## src/core/maint_port_pkg.sv

```systemverilog
// Shared constants of the serial port: map, fields, resets, timing.
// Assumes one 250 MHz clock and a 32-bit AXI4-Lite master.
//
// Functional notes
// Ports number 3 to 7 in mounting order.
// Eight rates, 1200 to 115200 bit/s, 9600 by default.
// 7 or 8 data bits, 7 by default.
// Even, odd or no parity, even by default.
// 1 or 2 stop bits, 1 by default.
// Timeout 10 to 2550 ms in 10 ms steps, 500 ms default.
// Timeout setting zero disables timeout detection.
// Network number 0 to 31, 0 by default.
// Assigned select input: parameters apply only while it is on.
// No select input: loaded parameters apply at once.
// Settings load only with a program sent via built-in port 1 or 2.
// A program load stores all accompanying settings.
// Run-time program load refused on ports 3 to 7.
// Host uses ASCII mode for program transfer.
// Two fastest rates need firmware 220 or later and a fast module.
// Timeout restarts per received character and flags expiry.
// Received parity mismatch flags an error.
package maint_port_pkg;

  // ********************
  // Timing
  // ********************
  localparam int unsigned CLK_HZ = 250_000_000;
  localparam int unsigned TIMEOUT_STEP_MS = 10;
  localparam int unsigned TIMEOUT_STEP_CYCLES = CLK_HZ / 1000 * TIMEOUT_STEP_MS;
  // Bit period in clock cycles for each rate choice, rounded down.
  localparam logic [17:0] BAUD_DIV [8] = '{
    18'(CLK_HZ / 1200), 18'(CLK_HZ / 2400), 18'(CLK_HZ / 4800), 18'(CLK_HZ / 9600),
    18'(CLK_HZ / 19200), 18'(CLK_HZ / 38400), 18'(CLK_HZ / 57600), 18'(CLK_HZ / 115200)};
  localparam logic [2:0] BAUD_FAST_MIN = 3'h6;
  localparam int unsigned FW_FAST_MIN = 220;

  // ********************
  // Port numbering and load sources
  // ********************
  localparam int unsigned FIRST_PORT = 3;
  localparam int unsigned LAST_PORT = 7;
  localparam logic [2:0] LOAD_PORT_A = 3'h1;
  localparam logic [2:0] LOAD_PORT_B = 3'h2;

  // ********************
  // Register map and fields
  // ********************
  localparam logic [7:0] ADDR_CFG = 8'h00;
  localparam logic [7:0] ADDR_TMO = 8'h04;
  localparam logic [7:0] ADDR_NET = 8'h08;
  localparam logic [7:0] ADDR_SEL = 8'h0C;
  localparam logic [7:0] ADDR_LOAD = 8'h10;
  localparam logic [7:0] ADDR_STAT = 8'h14;
  localparam logic [7:0] ADDR_DATA = 8'h18;
  localparam int unsigned CFG_BAUD_LSB = 0;
  localparam int unsigned CFG_DATA8_BIT = 3;
  localparam int unsigned CFG_PAR_LSB = 4;
  localparam int unsigned CFG_STOP2_BIT = 6;
  localparam int unsigned SEL_EN_BIT = 4;
  localparam int unsigned LOAD_RUN_BIT = 3;
  localparam int unsigned ST_PERR_BIT = 3;
  localparam int unsigned ST_TMO_BIT = 4;
  localparam int unsigned ST_REJ_BIT = 5;
  localparam int unsigned ST_RXV_BIT = 6;
  localparam int unsigned ST_TXB_BIT = 7;
  localparam int unsigned ST_FAST_BIT = 8;
  localparam logic [1:0] PAR_NONE = 2'h0;
  localparam logic [1:0] PAR_EVEN = 2'h1;
  localparam logic [1:0] PAR_ODD = 2'h2;
  localparam logic [1:0] RESP_OKAY = 2'h0;
  localparam logic [1:0] RESP_SLVERR = 2'h2;

  // ********************
  // Reset values
  // ********************
  localparam logic [6:0] CFG_RESET = 7'h13;
  localparam logic [7:0] TMO_RESET = 8'h32;
  localparam logic [4:0] NET_RESET = 5'h00;
  localparam logic [4:0] SEL_RESET = 5'h00;

endpackage

```

## src/core/maint_port.sv

```systemverilog
// Maintenance serial port: AXI4-Lite registers, setting sets,
// select input, receive timeout, one character each way.
// Assumes load requests arrive on aclk; rxd and mode_in are pins.
//
// Design decisions made here: the AXI4-Lite register port and the register addresses.
`timescale 1ns/100ps
module maint_port import maint_port_pkg::*; #(
  parameter int unsigned SLOT = 0,
  parameter int unsigned FW_REV = 220,
  parameter bit FAST_MODULE = 1'b1,
  parameter int unsigned STEP_CYCLES = TIMEOUT_STEP_CYCLES
) (
  input wire logic aclk,
  input wire logic aresetn,
  input wire logic [7:0] awaddr,
  input wire logic awvalid,
  output logic awready,
  input wire logic [31:0] wdata,
  input wire logic [3:0] wstrb,
  input wire logic wvalid,
  output logic wready,
  output logic [1:0] bresp,
  output logic bvalid,
  input wire logic bready,
  input wire logic [7:0] araddr,
  input wire logic arvalid,
  output logic arready,
  output logic [31:0] rdata,
  output logic [1:0] rresp,
  output logic rvalid,
  input wire logic rready,
  input wire logic rxd,
  output logic txd,
  input wire logic [15:0] mode_in,
  output logic [4:0] net_number
);

  // ********************
  // State
  // ********************
  typedef struct packed {
    logic awready;
    logic aw_held;
    logic [7:0] awaddr;
    logic wready;
    logic w_held;
    logic [31:0] wdata;
    logic [3:0] wstrb;
    logic bvalid;
    logic [1:0] bresp;
    logic arready;
    logic rvalid;
    logic [31:0] rdata;
    logic [1:0] rresp;
    logic [6:0] cfg;
    logic [7:0] tmo;
    logic [4:0] net;
    logic [4:0] sel;
    logic [6:0] cfg_s;
    logic [7:0] tmo_s;
    logic [4:0] net_s;
    logic [4:0] sel_s;
    logic [6:0] act_cfg;
    logic [7:0] act_tmo;
    logic [4:0] act_net;
    logic perr;
    logic tmo_err;
    logic rej;
    logic fast_rej;
    logic rx_valid;
    logic [7:0] rx_data;
    logic tx_start;
    logic [7:0] tx_data;
    logic rx_m;
    logic rx_s;
    logic [15:0] mi_m;
    logic [15:0] mi_s;
    logic armed;
    logic [31:0] tick;
    logic [7:0] units;
  } top_s;

  localparam top_s Q_RST = '{
    cfg: CFG_RESET, cfg_s: CFG_RESET, act_cfg: CFG_RESET,
    tmo: TMO_RESET, tmo_s: TMO_RESET, act_tmo: TMO_RESET,
    net: NET_RESET, net_s: NET_RESET, act_net: NET_RESET,
    sel: SEL_RESET, sel_s: SEL_RESET,
    rx_m: 1'b1, rx_s: 1'b1, default: '0};

  localparam logic [2:0] PORT_NUM = 3'(FIRST_PORT + SLOT);
  localparam bit FAST_OK = (FW_REV >= FW_FAST_MIN) && FAST_MODULE;

  top_s q;
  top_s d;
  logic tx_busy;
  logic rx_done;
  logic [7:0] rx_byte;
  logic rx_perr;
  logic [31:0] wmask;
  logic [31:0] merged;
  logic [6:0] new_cfg;
  logic [2:0] load_src;
  logic use_stored;
  logic [31:0] stat_word;

  // ********************
  // Character engines
  // ********************
  // Both engines run from the active set.
  // A set change in mid-character is not deferred,
  // so it may corrupt that one character.
  serial_tx u_serial_tx (
    .aclk(aclk),
    .aresetn(aresetn),
    .div(BAUD_DIV[q.act_cfg[CFG_BAUD_LSB +: 3]]),
    .data8(q.act_cfg[CFG_DATA8_BIT]),
    .parity(q.act_cfg[CFG_PAR_LSB +: 2]),
    .stop2(q.act_cfg[CFG_STOP2_BIT]),
    .start(q.tx_start),
    .data(q.tx_data),
    .txd(txd),
    .busy(tx_busy)
  );

  serial_rx u_serial_rx (
    .aclk(aclk),
    .aresetn(aresetn),
    .div(BAUD_DIV[q.act_cfg[CFG_BAUD_LSB +: 3]]),
    .data8(q.act_cfg[CFG_DATA8_BIT]),
    .parity(q.act_cfg[CFG_PAR_LSB +: 2]),
    .rxd(q.rx_s),
    .done(rx_done),
    .data(rx_byte),
    .perr(rx_perr)
  );

  // ********************
  // Next-state logic
  // ********************
  // Bus accesses first, events last:
  // a flag set and cleared in one cycle stays set.
  always_comb begin
    d = q;
    wmask = {{8{q.wstrb[3]}}, {8{q.wstrb[2]}}, {8{q.wstrb[1]}}, {8{q.wstrb[0]}}};
    merged = 32'h0;
    new_cfg = q.cfg;
    load_src = q.wdata[2:0];
    d.tx_start = 1'b0;
    stat_word = {23'h0, q.fast_rej, tx_busy, q.rx_valid, q.rej, q.tmo_err, q.perr,
                 PORT_NUM};

    // Pin synchronisers: the first stage feeds only the second.
    d.rx_m = rxd;
    d.rx_s = q.rx_m;
    d.mi_m = mode_in;
    d.mi_s = q.mi_m;

    // AW and W are taken in either order and held.
    if (awvalid && q.awready) begin
      d.aw_held = 1'b1;
      d.awaddr = awaddr;
    end
    if (wvalid && q.wready) begin
      d.w_held = 1'b1;
      d.wdata = wdata;
      d.wstrb = wstrb;
    end
    if (bvalid && bready) begin
      d.bvalid = 1'b0;
    end

    // Perform the write once both halves are held and no response is pending.
    if (q.aw_held && q.w_held && !q.bvalid) begin
      d.aw_held = 1'b0;
      d.w_held = 1'b0;
      d.bvalid = 1'b1;
      d.bresp = RESP_OKAY;
      case (q.awaddr)
        ADDR_CFG: begin
          merged = (32'(q.cfg) & ~wmask) | (q.wdata & wmask);
          new_cfg = merged[6:0];
          // A refused fast rate keeps the old rate.
          if (!FAST_OK && new_cfg[CFG_BAUD_LSB +: 3] >= BAUD_FAST_MIN) begin
            new_cfg[CFG_BAUD_LSB +: 3] = q.cfg[CFG_BAUD_LSB +: 3];
            d.fast_rej = 1'b1;
          end
          d.cfg = new_cfg;
        end
        ADDR_TMO: begin
          merged = (32'(q.tmo) & ~wmask) | (q.wdata & wmask);
          d.tmo = merged[7:0];
        end
        ADDR_NET: begin
          merged = (32'(q.net) & ~wmask) | (q.wdata & wmask);
          d.net = merged[4:0];
        end
        ADDR_SEL: begin
          merged = (32'(q.sel) & ~wmask) | (q.wdata & wmask);
          d.sel = merged[4:0];
        end
        ADDR_LOAD: begin
          // Only a built-in port may load a new set.
          if (q.wstrb[0] && (load_src == LOAD_PORT_A || load_src == LOAD_PORT_B)) begin
            d.cfg_s = q.cfg;
            d.tmo_s = q.tmo;
            d.net_s = q.net;
            d.sel_s = q.sel;
          end else if (q.wstrb[0]) begin
            d.rej = 1'b1;
          end
        end
        ADDR_STAT: begin
          merged = q.wdata & wmask;
          if (merged[ST_PERR_BIT]) begin
            d.perr = 1'b0;
          end
          if (merged[ST_TMO_BIT]) begin
            d.tmo_err = 1'b0;
          end
          if (merged[ST_REJ_BIT]) begin
            d.rej = 1'b0;
          end
          if (merged[ST_FAST_BIT]) begin
            d.fast_rej = 1'b0;
          end
        end
        ADDR_DATA: begin
          // A byte written while a character is still going out is dropped.
          if (q.wstrb[0] && !tx_busy && !q.tx_start) begin
            d.tx_start = 1'b1;
            d.tx_data = q.wdata[7:0];
          end
        end
        default: begin
          d.bresp = RESP_SLVERR;
        end
      endcase
    end

    // Read channel: one read at a time, answered the cycle after it is taken.
    if (rvalid && rready) begin
      d.rvalid = 1'b0;
    end
    if (arvalid && q.arready) begin
      d.rvalid = 1'b1;
      d.rresp = RESP_OKAY;
      case (araddr)
        ADDR_CFG: d.rdata = 32'(q.cfg);
        ADDR_TMO: d.rdata = 32'(q.tmo);
        ADDR_NET: d.rdata = 32'(q.net);
        ADDR_SEL: d.rdata = 32'(q.sel);
        ADDR_LOAD: d.rdata = 32'h0;
        ADDR_STAT: d.rdata = stat_word;
        ADDR_DATA: begin
          d.rdata = 32'(q.rx_data);
          d.rx_valid = 1'b0;
        end
        default: begin
          d.rdata = 32'h0;
          d.rresp = RESP_SLVERR;
        end
      endcase
    end

    // Choose the set the engines run on from the stored set and select input.
    use_stored = !q.sel_s[SEL_EN_BIT] || q.mi_s[q.sel_s[3:0]];
    d.act_cfg = use_stored ? q.cfg_s : CFG_RESET;
    d.act_tmo = use_stored ? q.tmo_s : TMO_RESET;
    d.act_net = use_stored ? q.net_s : NET_RESET;

    // Receive timeout in 10 ms steps, restarted by every character.
    if (rx_done) begin
      d.armed = (q.act_tmo != 8'h0);
      d.tick = 32'h0;
      d.units = 8'h0;
    end else if (q.armed) begin
      if (q.act_tmo == 8'h0) begin
        d.armed = 1'b0;
      end else if (q.tick == 32'(STEP_CYCLES - 1)) begin
        d.tick = 32'h0;
        d.units = q.units + 8'h1;
        if (q.units + 8'h1 == q.act_tmo) begin
          d.tmo_err = 1'b1;
          d.armed = 1'b0;
        end
      end else begin
        d.tick = q.tick + 32'h1;
      end
    end

    // Received characters; the event sets win over a clear in the same cycle.
    if (rx_done) begin
      d.rx_valid = 1'b1;
      d.rx_data = rx_byte;
      if (rx_perr) begin
        d.perr = 1'b1;
      end
    end

    d.awready = !d.aw_held;
    d.wready = !d.w_held;
    d.arready = !d.rvalid;
  end

  // ********************
  // State register
  // ********************
  always_ff @(posedge aclk) begin
    if (!aresetn) begin
      q <= Q_RST;
    end else begin
      q <= d;
    end
  end

  assign awready = q.awready;
  assign wready = q.wready;
  assign bresp = q.bresp;
  assign bvalid = q.bvalid;
  assign arready = q.arready;
  assign rdata = q.rdata;
  assign rresp = q.rresp;
  assign rvalid = q.rvalid;
  assign net_number = q.act_net;

endmodule

```

## src/core/serial_tx.sv

```systemverilog
// Character transmitter: start bit, 7 or 8 data bits LSB first, optional parity, stop bits.
// Assumes the settings stay still while a character is being sent.
`timescale 1ns/100ps
module serial_tx import maint_port_pkg::*; (
  input wire logic aclk,
  input wire logic aresetn,
  input wire logic [17:0] div,
  input wire logic data8,
  input wire logic [1:0] parity,
  input wire logic stop2,
  input wire logic start,
  input wire logic [7:0] data,
  output logic txd,
  output logic busy
);

  typedef struct packed {
    logic [11:0] sh;
    logic [3:0] left;
    logic [17:0] cnt;
    logic busy;
    logic txd;
  } tx_s;

  tx_s q;
  tx_s d;
  logic [11:0] fr;
  logic [3:0] nd;
  logic pb;

  // Build the whole frame at start, then shift it out one bit period at a time.
  always_comb begin
    nd = data8 ? 4'h8 : 4'h7;
    pb = (data8 ? ^data : ^data[6:0]) ^ (parity == PAR_ODD);
    fr = 12'hFFF;
    fr[0] = 1'b0;
    for (int i = 0; i < 8; i++) begin
      if (i < int'(nd)) begin
        fr[i + 1] = data[i];
      end
    end
    if (parity != PAR_NONE) begin
      fr[nd + 4'h1] = pb;
    end
    d = q;
    if (!q.busy) begin
      d.txd = 1'b1;
      if (start) begin
        d.busy = 1'b1;
        d.txd = 1'b0;
        d.sh = {1'b1, fr[11:1]};
        d.cnt = '0;
        d.left = nd + ((parity != PAR_NONE) ? 4'h2 : 4'h1) + (stop2 ? 4'h2 : 4'h1);
      end
    end else if (q.cnt == div - 18'h1) begin
      d.cnt = '0;
      d.left = q.left - 4'h1;
      if (q.left == 4'h1) begin
        d.busy = 1'b0;
        d.txd = 1'b1;
      end else begin
        d.txd = q.sh[0];
        d.sh = {1'b1, q.sh[11:1]};
      end
    end else begin
      d.cnt = q.cnt + 18'h1;
    end
  end

  // State register; the line idles high.
  always_ff @(posedge aclk) begin
    if (!aresetn) begin
      q <= '{sh: 12'hFFF, left: 4'h0, cnt: 18'h0, busy: 1'b0, txd: 1'b1};
    end else begin
      q <= d;
    end
  end

  assign txd = q.txd;
  assign busy = q.busy;

endmodule

```

## src/core/serial_rx.sv

```systemverilog
// Character receiver with parity check; samples each bit in its middle.
// Assumes rxd is already synchronised to aclk.
`timescale 1ns/100ps
module serial_rx import maint_port_pkg::*; (
  input wire logic aclk,
  input wire logic aresetn,
  input wire logic [17:0] div,
  input wire logic data8,
  input wire logic [1:0] parity,
  input wire logic rxd,
  output logic done,
  output logic [7:0] data,
  output logic perr
);

  typedef enum logic [1:0] {S_IDLE, S_START, S_BITS, S_STOP} rx_state_e;

  typedef struct packed {
    rx_state_e st;
    logic [17:0] cnt;
    logic [3:0] idx;
    logic [9:0] sh;
    logic done;
    logic perr;
    logic [7:0] data;
  } rx_s;

  rx_s q;
  rx_s d;
  logic [3:0] nd;
  logic [3:0] nbits;
  logic [7:0] word;

  // A low level that survives to mid start bit opens a frame; glitches are dropped.
  always_comb begin
    nd = data8 ? 4'h8 : 4'h7;
    nbits = nd + ((parity != PAR_NONE) ? 4'h1 : 4'h0);
    word = data8 ? q.sh[7:0] : {1'b0, q.sh[6:0]};
    d = q;
    d.done = 1'b0;
    d.cnt = q.cnt + 18'h1;
    case (q.st)
      S_IDLE: begin
        d.cnt = '0;
        if (!rxd) begin
          d.st = S_START;
        end
      end
      S_START: begin
        if (q.cnt == {1'b0, div[17:1]}) begin
          d.cnt = '0;
          d.idx = '0;
          d.st = rxd ? S_IDLE : S_BITS;
        end
      end
      S_BITS: begin
        if (q.cnt == div - 18'h1) begin
          d.cnt = '0;
          d.sh[q.idx] = rxd;
          d.idx = q.idx + 4'h1;
          if (q.idx == nbits - 4'h1) begin
            d.st = S_STOP;
          end
        end
      end
      S_STOP: begin
        if (q.cnt == div - 18'h1) begin
          d.st = S_IDLE;
          d.done = 1'b1;
          d.data = word;
          d.perr = (parity != PAR_NONE) &&
                   ((^word ^ q.sh[nd]) != (parity == PAR_ODD));
        end
      end
      default: begin
        d.st = S_IDLE;
      end
    endcase
  end

  // State register.
  always_ff @(posedge aclk) begin
    if (!aresetn) begin
      q <= '0;
    end else begin
      q <= d;
    end
  end

  assign done = q.done;
  assign data = q.data;
  assign perr = q.perr;

endmodule

```

## config.mk

```make
export PLATFORM = sky130hd
export DESIGN_NAME = maint_port
export DESIGN_NICKNAME = d
export VERILOG_FILES = /design/src/core/maint_port_pkg.sv /design/src/core/maint_port.sv /design/src/core/serial_tx.sv /design/src/core/serial_rx.sv
export SDC_FILE = /design/constraint.sdc
export NUM_CORES = 1
export LEC_CHECK = 0
export ABC_AREA = 1
export BUFFER_PORTS_ARGS = -buffer_cell sky130_fd_sc_hd__buf_4
export CAP_MARGIN = 10
export CORE_UTILIZATION = 60
export DETAILED_ROUTE_END_ITERATION = 10
export GPL_TIMING_DRIVEN = 0
export PLACE_DENSITY = 0.8
export RECOVER_POWER = 50
export SLEW_MARGIN = 20
export SYNTH_ARGS = -nofsm -noshare
export SYNTH_HDL_FRONTEND = slang
export SYNTH_SLANG_ARGS = --single-unit
```

## constraint.sdc

```tcl
create_clock -name aclk -period 3.55 [get_ports aclk]
set_clock_uncertainty 0.05 [all_clocks]
set_input_delay 0.71 -clock aclk [delete_from_list [all_inputs] [get_ports aclk]]
set_output_delay 0.71 -clock aclk [all_outputs]
set_load 0.005 [all_outputs]
```

==> results of run 1 <==
[cell families (layout without fill, tap and decap cells)]
| logic type | after synthesis | count (layout) | share of synthesized area (%) |
|---|---|---|---|
| compound gates | 333 | 333 | 13.6 |
| xor+xnor | 83 | 83 | 5.32 |
| fa+ha+maj | 29 | 29 | 2.82 |
| buf+inv | 367 | 490 | 11.5 |
| flops | 279 | 279 | 40.8 |
| other cells | 1 | 26 | 0.0274 |
| simple gates | 806 | 806 | 25.9 |
[layout make-up]
cell class                      instances  area share [%]
Multi-Input combinational cell       1277            42.7
Sequential cell                       279            35.8
Inverter                              261            6.30
Clock buffer                           40            5.11
Buffer                                106            3.76
Timing Repair Buffer                   73            3.47
Tap cell                              280            2.25
Clock inverter                         10           0.618
[stage by stage]
stage	setup WS [ns]	instance area [µm²]	utilization [%]	hold WS (ns)	instances
after floorplan	0.703	13800	-	0.340	1923
after global placement	0.129	14600	66.2	0.342	2272
after detailed placement	0.0931	14600	66.2	0.345	2272
after CTS	0.103	15500	70.3	0.260	2322
after global routing	0.0202	15600	70.6	0.274	2326
final	0.245	15600	70.6	0.277	2326
[repair_timing]
item / in CTS / in global routing
setup buffers: 0 / 4
resized for setup: 0 / 9
setup endpoints to repair: 0 / 62
[per-layer routing]
metal / track usage, % / routed length [µm]
met1: 38.5 / 15400
met2: 52.6 / 16800
met3: 3.69 / 2340
met4: 11.1 / 1290
met5: 0 / 0
[cells in the final DEF, fill, tap and decap left out, types with 12 or more instances in the layout]
cell       count
buf_4         91
clkbuf_4      21
inv_1        251
nand4_1       38
o22ai_1       12
clkbuf_16     29
conb_1        26
o21ai_0      128
nand2_1      318
nor4_1        18
a21oi_1      134
ha_1          25
nor3_1        47
clkbuf_1      64
nor2_1       221
nand3_1      115
xor2_1        62
dfxtp_1      278
xnor2_1       21
[cells in the mapped netlist (all sizes together) (2+ instances only)]
cell type  instances
inv              259
nand2            328
nand4             39
nor2             228
a32o               3
o211ai             9
nor3b              8
nand3            116
or2               12
o21ai            131
o221ai             4
a221oi             4
clkbuf            53
a22oi              2
a21oi            135
a311oi             2
a31oi              3
fa                 3
nand3b             5
nor3              47
clkinv             2
nor4              20
xnor2             21
dfxtp            279
o22ai             12
xor2              62
o31ai              2
a211oi             3
ha                26
buf               53
a22o               8
and3               2
o21a               9
[worst max-delay path, delay by kind of cell, from the launching register on]
family / cells / cell delay, ns
simple gates: 13 / 1.62
flops: 1 / 0.45
fa+ha+maj: 2 / 0.51
buf+inv: 5 / 0.54
[final timing paths]
check                           depth (start not counted)                 to        from  slack (ns)
worst max-delay path                                   20  u_serial_rx.q[31]      q[111]        0.25
worst min-delay path                                    3              d[49]  mode_in[8]        0.28
worst max register to register                         20  u_serial_rx.q[31]      q[111]        0.25
worst min register to register                          2              q[55]       d[55]        0.36
[power by group through the flow]
stage	Sequential (µW)	Clock, µW	Combinational, µW
2_1_floorplan	3300	0	433
3_3_place_gp	3320	0	594
3_5_place_dp	3320	0	614
4_1_cts	3250	2930	618
5_1_grt	3260	3050	705
6_report	3250	2910	627
==> impl_results.md, run 1 <==
- Nature of the critical path startpoint: register
- Critical path cell sequence: inv_2, ha_1, nor2_4, inv_1, ha_1, nand2_1, nor2_1, nand2_1, nand2_1, nand2_1, nand3_1, nor2_2, nand4_4, nand2_1, nand2_1, or2_1, buf_6, buf_6, nand2_1, inv_1
- Critical path class: reg -> reg
- Initial Util: about three fifths
- RSZ-0062 raised after global routing: no
- Drt wl/cell: 15.4 µm
- Worst path slowest cell: dfxtp_1
- Clock Path Buffers: 3
- Sequential share of power: 47.9%
- Power Internal: 5070 µW
- Die area: 0.0234 mm²
- Combinational fraction of design power: 9.2%
- Ys async rst share: 0%
- Share of cells above drive strength 1: 10.2%
- Diodes inserted: 0
- FF/Latch Area: 0.00559 mm²
- Yosys cell types: 55
- Outcome: complete, no violations
- Core ar.: 0.0221 mm²
- All-Layer GR Usage: 30.2%
- Cell taking the most area after synthesis: dfxtp_1
- Fin. Hold Viols: 0
- GPL Wtd Cong: 0.986
- Worst slew pin tran: 0.820 ns
- Syn avg cell area: 7.20 µm²
- ANT nets after route: 0
- Max-cap violations: 0
- Number of synthesized flops with an enable pin: 0
- Largest cells by area after synthesis: dfxtp_1, nand2_1, inv_1, nor2_1, a21oi_1
- Synth-to-Final Area Change: 14.1%
- CP arrival: around 3.7 ns
- Maximum vdd drop: 0.428 mV
- I/O Buffers: 69
- Post-cts hold buffer count: 0
- Max_slew headroom: 45.3%
- Final wirelength: 35,900 µm
- Largest net degree at the start of global routing: 16
- DP Wirelength: 26,300 µm
- Global-route wire length before repair: 58,200 µm
- Clk slew on worst S/H paths: around 0.060 ns
- Number of global-route vias before repair: 12,049
- Synth Register Bits: 279
- Yosys top cell area share: between 40% and 50%
- Vias per cell: around 5.5
- DRT iter0 DRCs: 1,002
- Most frequent CP cell: nand2_1
- Initial antenna violation count: 0
- # rows: 54
- Worst Path Required: 3.95 ns
- Final layout net count: 2,132
- Max-slew violations: 0
- CTS tree: built
- Synthesized area: 0.0137 mm²
- Multi-input logic area: 0.00666 mm²
- Top-Level Pins: 123
- Dominant synthesized flop cell: dfxtp_1
- Switch Pwr: 1710 µW
- Clock Power Share: 42.9%
- CP max FO: 10
- DRC: 0
- Maximum operating frequency: 303 MHz
- Via count: 12,795
- Total CTS buffers: 29
- Clock Sinks: 279
- Synth Instances: 1,898
- Overflow after GRT: 0
- PwrDens: about 440 mW/mm²
- H-tree levels: 1
- Root buf cell: clkbuf_16
- Final setup vio count: 0
- Leak Pwr: 0.00668 µW
- Clk Latency, worst-skew pair: between 0.5 and 0.6 ns
- Fillcell total: 1,845
- Setup total negative slack: 0 ns
- DIE HEIGHT: 153 µm
- Post-synthesis sequential area ratio: between 40% and 50%
- Post-layout min period: ~3.3 ns
- Sw Share: 25.2%
- Drt pass-1 iters: 6
- Fin crit share: 93.1%
- Die Wd: around 150 µm
- Worst stage delay on the critical path: 0.45 ns
- Tot Pwr: 6790 µW
- YS warnings: 0
- Hold crit path type: in -> reg
- Crit end category: register
(Power assumes the default switching activity.)
==> inputs of run 2 (changes only) <==
--- a/config.mk
+++ b/config.mk
@@ -8,10 +8,12 @@
 export ABC_AREA = 1
 export BUFFER_PORTS_ARGS = -buffer_cell sky130_fd_sc_hd__buf_4
 export CAP_MARGIN = 10
-export CORE_UTILIZATION = 60
+export CELL_PAD_IN_SITES_DETAIL_PLACEMENT = 0
+export CELL_PAD_IN_SITES_GLOBAL_PLACEMENT = 1
+export CORE_UTILIZATION = 44
 export DETAILED_ROUTE_END_ITERATION = 10
 export GPL_TIMING_DRIVEN = 0
-export PLACE_DENSITY = 0.8
+export PLACE_DENSITY_LB_ADDON = 0.1
 export RECOVER_POWER = 50
 export SLEW_MARGIN = 20
 export SYNTH_ARGS = -nofsm -noshare
==> run 2 against run 1 <==
Critical path type unchanged. Core utilization down 19 points. Global-route usage down 6.7 points. Clock power up 17%. Critical endpoint is now u_serial_rx.q[34]. Combinational power about the same. Wire length up 3.1%. Non-clock buffer count down 2. First-iteration DRC count down 24%. Final area up 2.1%. Largest cell class unchanged. Final cell count up 5.1%. Via count down 4.1%. Critical path depth unchanged. Die area up 36%.
==> impl_results.md, run 2 (synthesized netlist as in run 1, its figures left out) <==
- Final layout net count: 2,132 (unchanged)
- Via count: 12,276 (was 12,795)
- Post-layout min period: 3.29 ns (was 3.30 ns)
- DRT iter0 DRCs: 765 (was 1,002)
- PwrDens: 457 mW/mm² (was 435 mW/mm²)
- Share of cells above drive strength 1: 10.4% (was 10.2%)
- Initial Util: 44.7% (was 61.9%)
- Fillcell total: 3,112 (was 1,845)
- Maximum vdd drop: 0.319 mV (was 0.428 mV)
- PnR worst setup slack: 0.265 ns (was 0.245 ns)
- Hold crit path type: in -> reg (unchanged)
- H-tree levels: 1 (unchanged)
- DP Wirelength: 28,100 µm (was 26,300 µm)
- CP arrival: 3.70 ns (was 3.71 ns)
- Crit end category: register (unchanged)
- # rows: 64 (was 54)
- Clk Latency, worst-skew pair: 0.57 ns (was 0.56 ns)
- Clock Path Buffers: 3 (unchanged)
- Post-cts hold buffer count: 0 (unchanged)
- Total CTS buffers: 31 (was 29)
- CTS tree: built (unchanged)
- Final setup vio count: 0 (unchanged)
- FF/Latch Area: 0.00559 mm² (about the same)
- Max-slew violations: 0 (unchanged)
- Root buf cell: clkbuf_16 (unchanged)
- DP Worst Slack: -0.0442 ns (was 0.0931 ns)
- RSZ-0062 raised after global routing: no (unchanged)
- I/O Buffers: 69 (unchanged)
- Clock Sinks: 279 (unchanged)
- Number of global-route vias before repair: 11,546 (was 12,049)
- Top-Level Pins: 123 (unchanged)
- Clk slew on worst S/H paths: 0.06 ns (about the same)
- Nature of the critical path startpoint: register (unchanged)
- Fin crit share: 92.5% (was 93.1%)
- Leak Pwr: 0.00676 µW (was 0.00668 µW)
- Overflow after GRT: 0 (unchanged)
- Outcome: complete, no violations (unchanged)
- Global-route wire length before repair: 59,600 µm (was 58,200 µm)
- Largest net degree at the start of global routing: 16 (unchanged)
- GPL Wtd Cong: 0.903 (was 0.986)
- Worst hold margin: 0.271 ns (was 0.277 ns)
- Worst hold path depth: 3 (unchanged)
- Worst Path Required: 3.96 ns (was 3.95 ns)
- Most frequent CP cell: nand2_1 (unchanged)
- Die Wd: 178 µm (was 153 µm)
- Max-cap violations: 0 (unchanged)
- CP max FO: 10 (unchanged)
- Diodes inserted: 0 (unchanged)
- Worst slew pin tran: 1.21 ns (was 0.820 ns)
- DIE HEIGHT: 178 µm (was 153 µm)
- Critical path class: reg -> reg (unchanged)
- Multi-input logic area: 0.00666 mm² (about the same)
- CP bufs+invs: 5 (unchanged)
- WP depth: 20 (unchanged)
- Finished layout cell area: 0.0159 mm² (was 0.0156 mm²)
- Maximum operating frequency: 304 MHz (was 303 MHz)
- Top delay family on crit path: simple AND/OR/NAND/NOR gates (unchanged)
- DRC: 0 (unchanged)
- Post-DP Area: 0.0148 mm² (was 0.0146 mm²)
- Worst stage delay on the critical path: 0.43 ns (was 0.45 ns)
- All-Layer GR Usage: 23.6% (was 30.2%)
- Most common cell after layout, fill and taps aside: nand2_1 (unchanged)
- Core ar.: 0.0306 mm² (was 0.0221 mm²)
- Fin. Hold Viols: 0 (unchanged)
- Vias per cell: 5.02 (was 5.50)
- Synth-to-Final Area Change: 16.4% (was 14.1%)
- Most frequent cells in the layout: nand2_1, dfxtp_1, inv_1 (unchanged)
- ANT nets after route: 0 (unchanged)
- Drt wl/cell: 15.1 µm (was 15.4 µm)
- Worst path slowest cell: dfxtp_2 (was dfxtp_1)
- Die area: 0.0318 mm² (was 0.0234 mm²)
- Drt pass-1 iters: 5 (was 6)
- Final wirelength: 37,000 µm (was 35,900 µm)
- Initial antenna violation count: 0 (unchanged)
- Max_slew headroom: 18.5% (was 45.3%)
- Reg2Reg Depth: 20 (unchanged)
- Tot Pwr: 7280 µW (was 6790 µW)
- Critical path cell sequence: clkinvlp_4, ha_1, nor2_4, inv_1, ha_2, nand2_1, nor2_1, nand2_1, nand2_1, nand2_1, nand3_1, nor2_2, nand4_4, nand2_1, nand2_1, or2_1, buf_6, buf_6, nand2_1, inv_2 (was inv_2, ha_1, nor2_4, inv_1, ha_1, nand2_1, nor2_1, nand2_1, nand2_1, nand2_1, nand3_1, nor2_2, nand4_4, nand2_1, nand2_1, or2_1, buf_6, buf_6, nand2_1, inv_1)
## run 2: power by group
part           internal, µW  leakage [µW]  switching (µW)  total, µW
Sequential             3200       0.00226            51.4       3250
Clock                  2100      0.000527            1300       3400
Combinational           236       0.00397             395        630
Total                  5530       0.00676            1740       7280
## run 2: routing by layer
metal / track usage [%] / share of wire (%) / up-vias
li1: - / - / 6355
met1: 32.1 / 47 / 5602
met2: 38.6 / 46 / 252
met3: 3.11 / 4.2 / 67
met4: 7.20 / 2.9 / 0
met5: 0 / 0 / -
## run 2: path summary, 6_finish.rpt
kind / from / slack (ns) / to
setup / recovery: q[111] / 0.26 / u_serial_rx.q[34]
hold / removal: mode_in[13] / 0.27 / d[54]
setup reg to reg: q[111] / 0.26 / u_serial_rx.q[34]
hold reg to reg: d[43] / 0.36 / q[43]
## run 2: what timing repair did
action | in CTS | in global routing
gates resized for setup | 2 | 14
buffers inserted | 0 | 2
pin swaps | 0 | 0
endpoints found under the hold margin | 0 | 0
endpoints found under the setup margin | 10 | 70
## run 2: final cells by class
| class | instances | area share, % |
|---|---|---|
| multi-input combinational | 1277 | 41.8 |
| sequential | 279 | 35.1 |
| inverter | 261 | 6.18 |
| clock buffer | 44 | 5.62 |
| buffer | 106 | 3.70 |
| timing repair buffer | 71 | 3.28 |
| tap | 396 | 3.11 |
| clock inverter | 11 | 1.19 |
## run 2: worst register-to-register path, cell delays in order (launching register included)
cell	delay, ns
dfxtp_2	0.43
clkinvlp_4	0.19
ha_1	0.26
nor2_4	0.21
inv_1	0.09
ha_2	0.23
nand2_1	0.08
nor2_1	0.05
nand2_1	0.10
nand2_1	0.12
nand2_1	0.11
nand3_1	0.09
nor2_2	0.16
nand4_4	0.20
nand2_1	0.14
nand2_1	0.08
or2_1	0.23
buf_6	0.15
buf_6	0.14
nand2_1	0.07
inv_2	0.03
## run 2: metrics by stage
stage                     std cells  setup TNS (ns)  utilization (%)
after floorplan                1923               0                -
after detailed placement       2388          -0.272             48.3
after global placement         2388          -0.192             48.3
after global routing           2445               0             52.0
final                          2445               0             52.0
after CTS                      2443               0             51.9
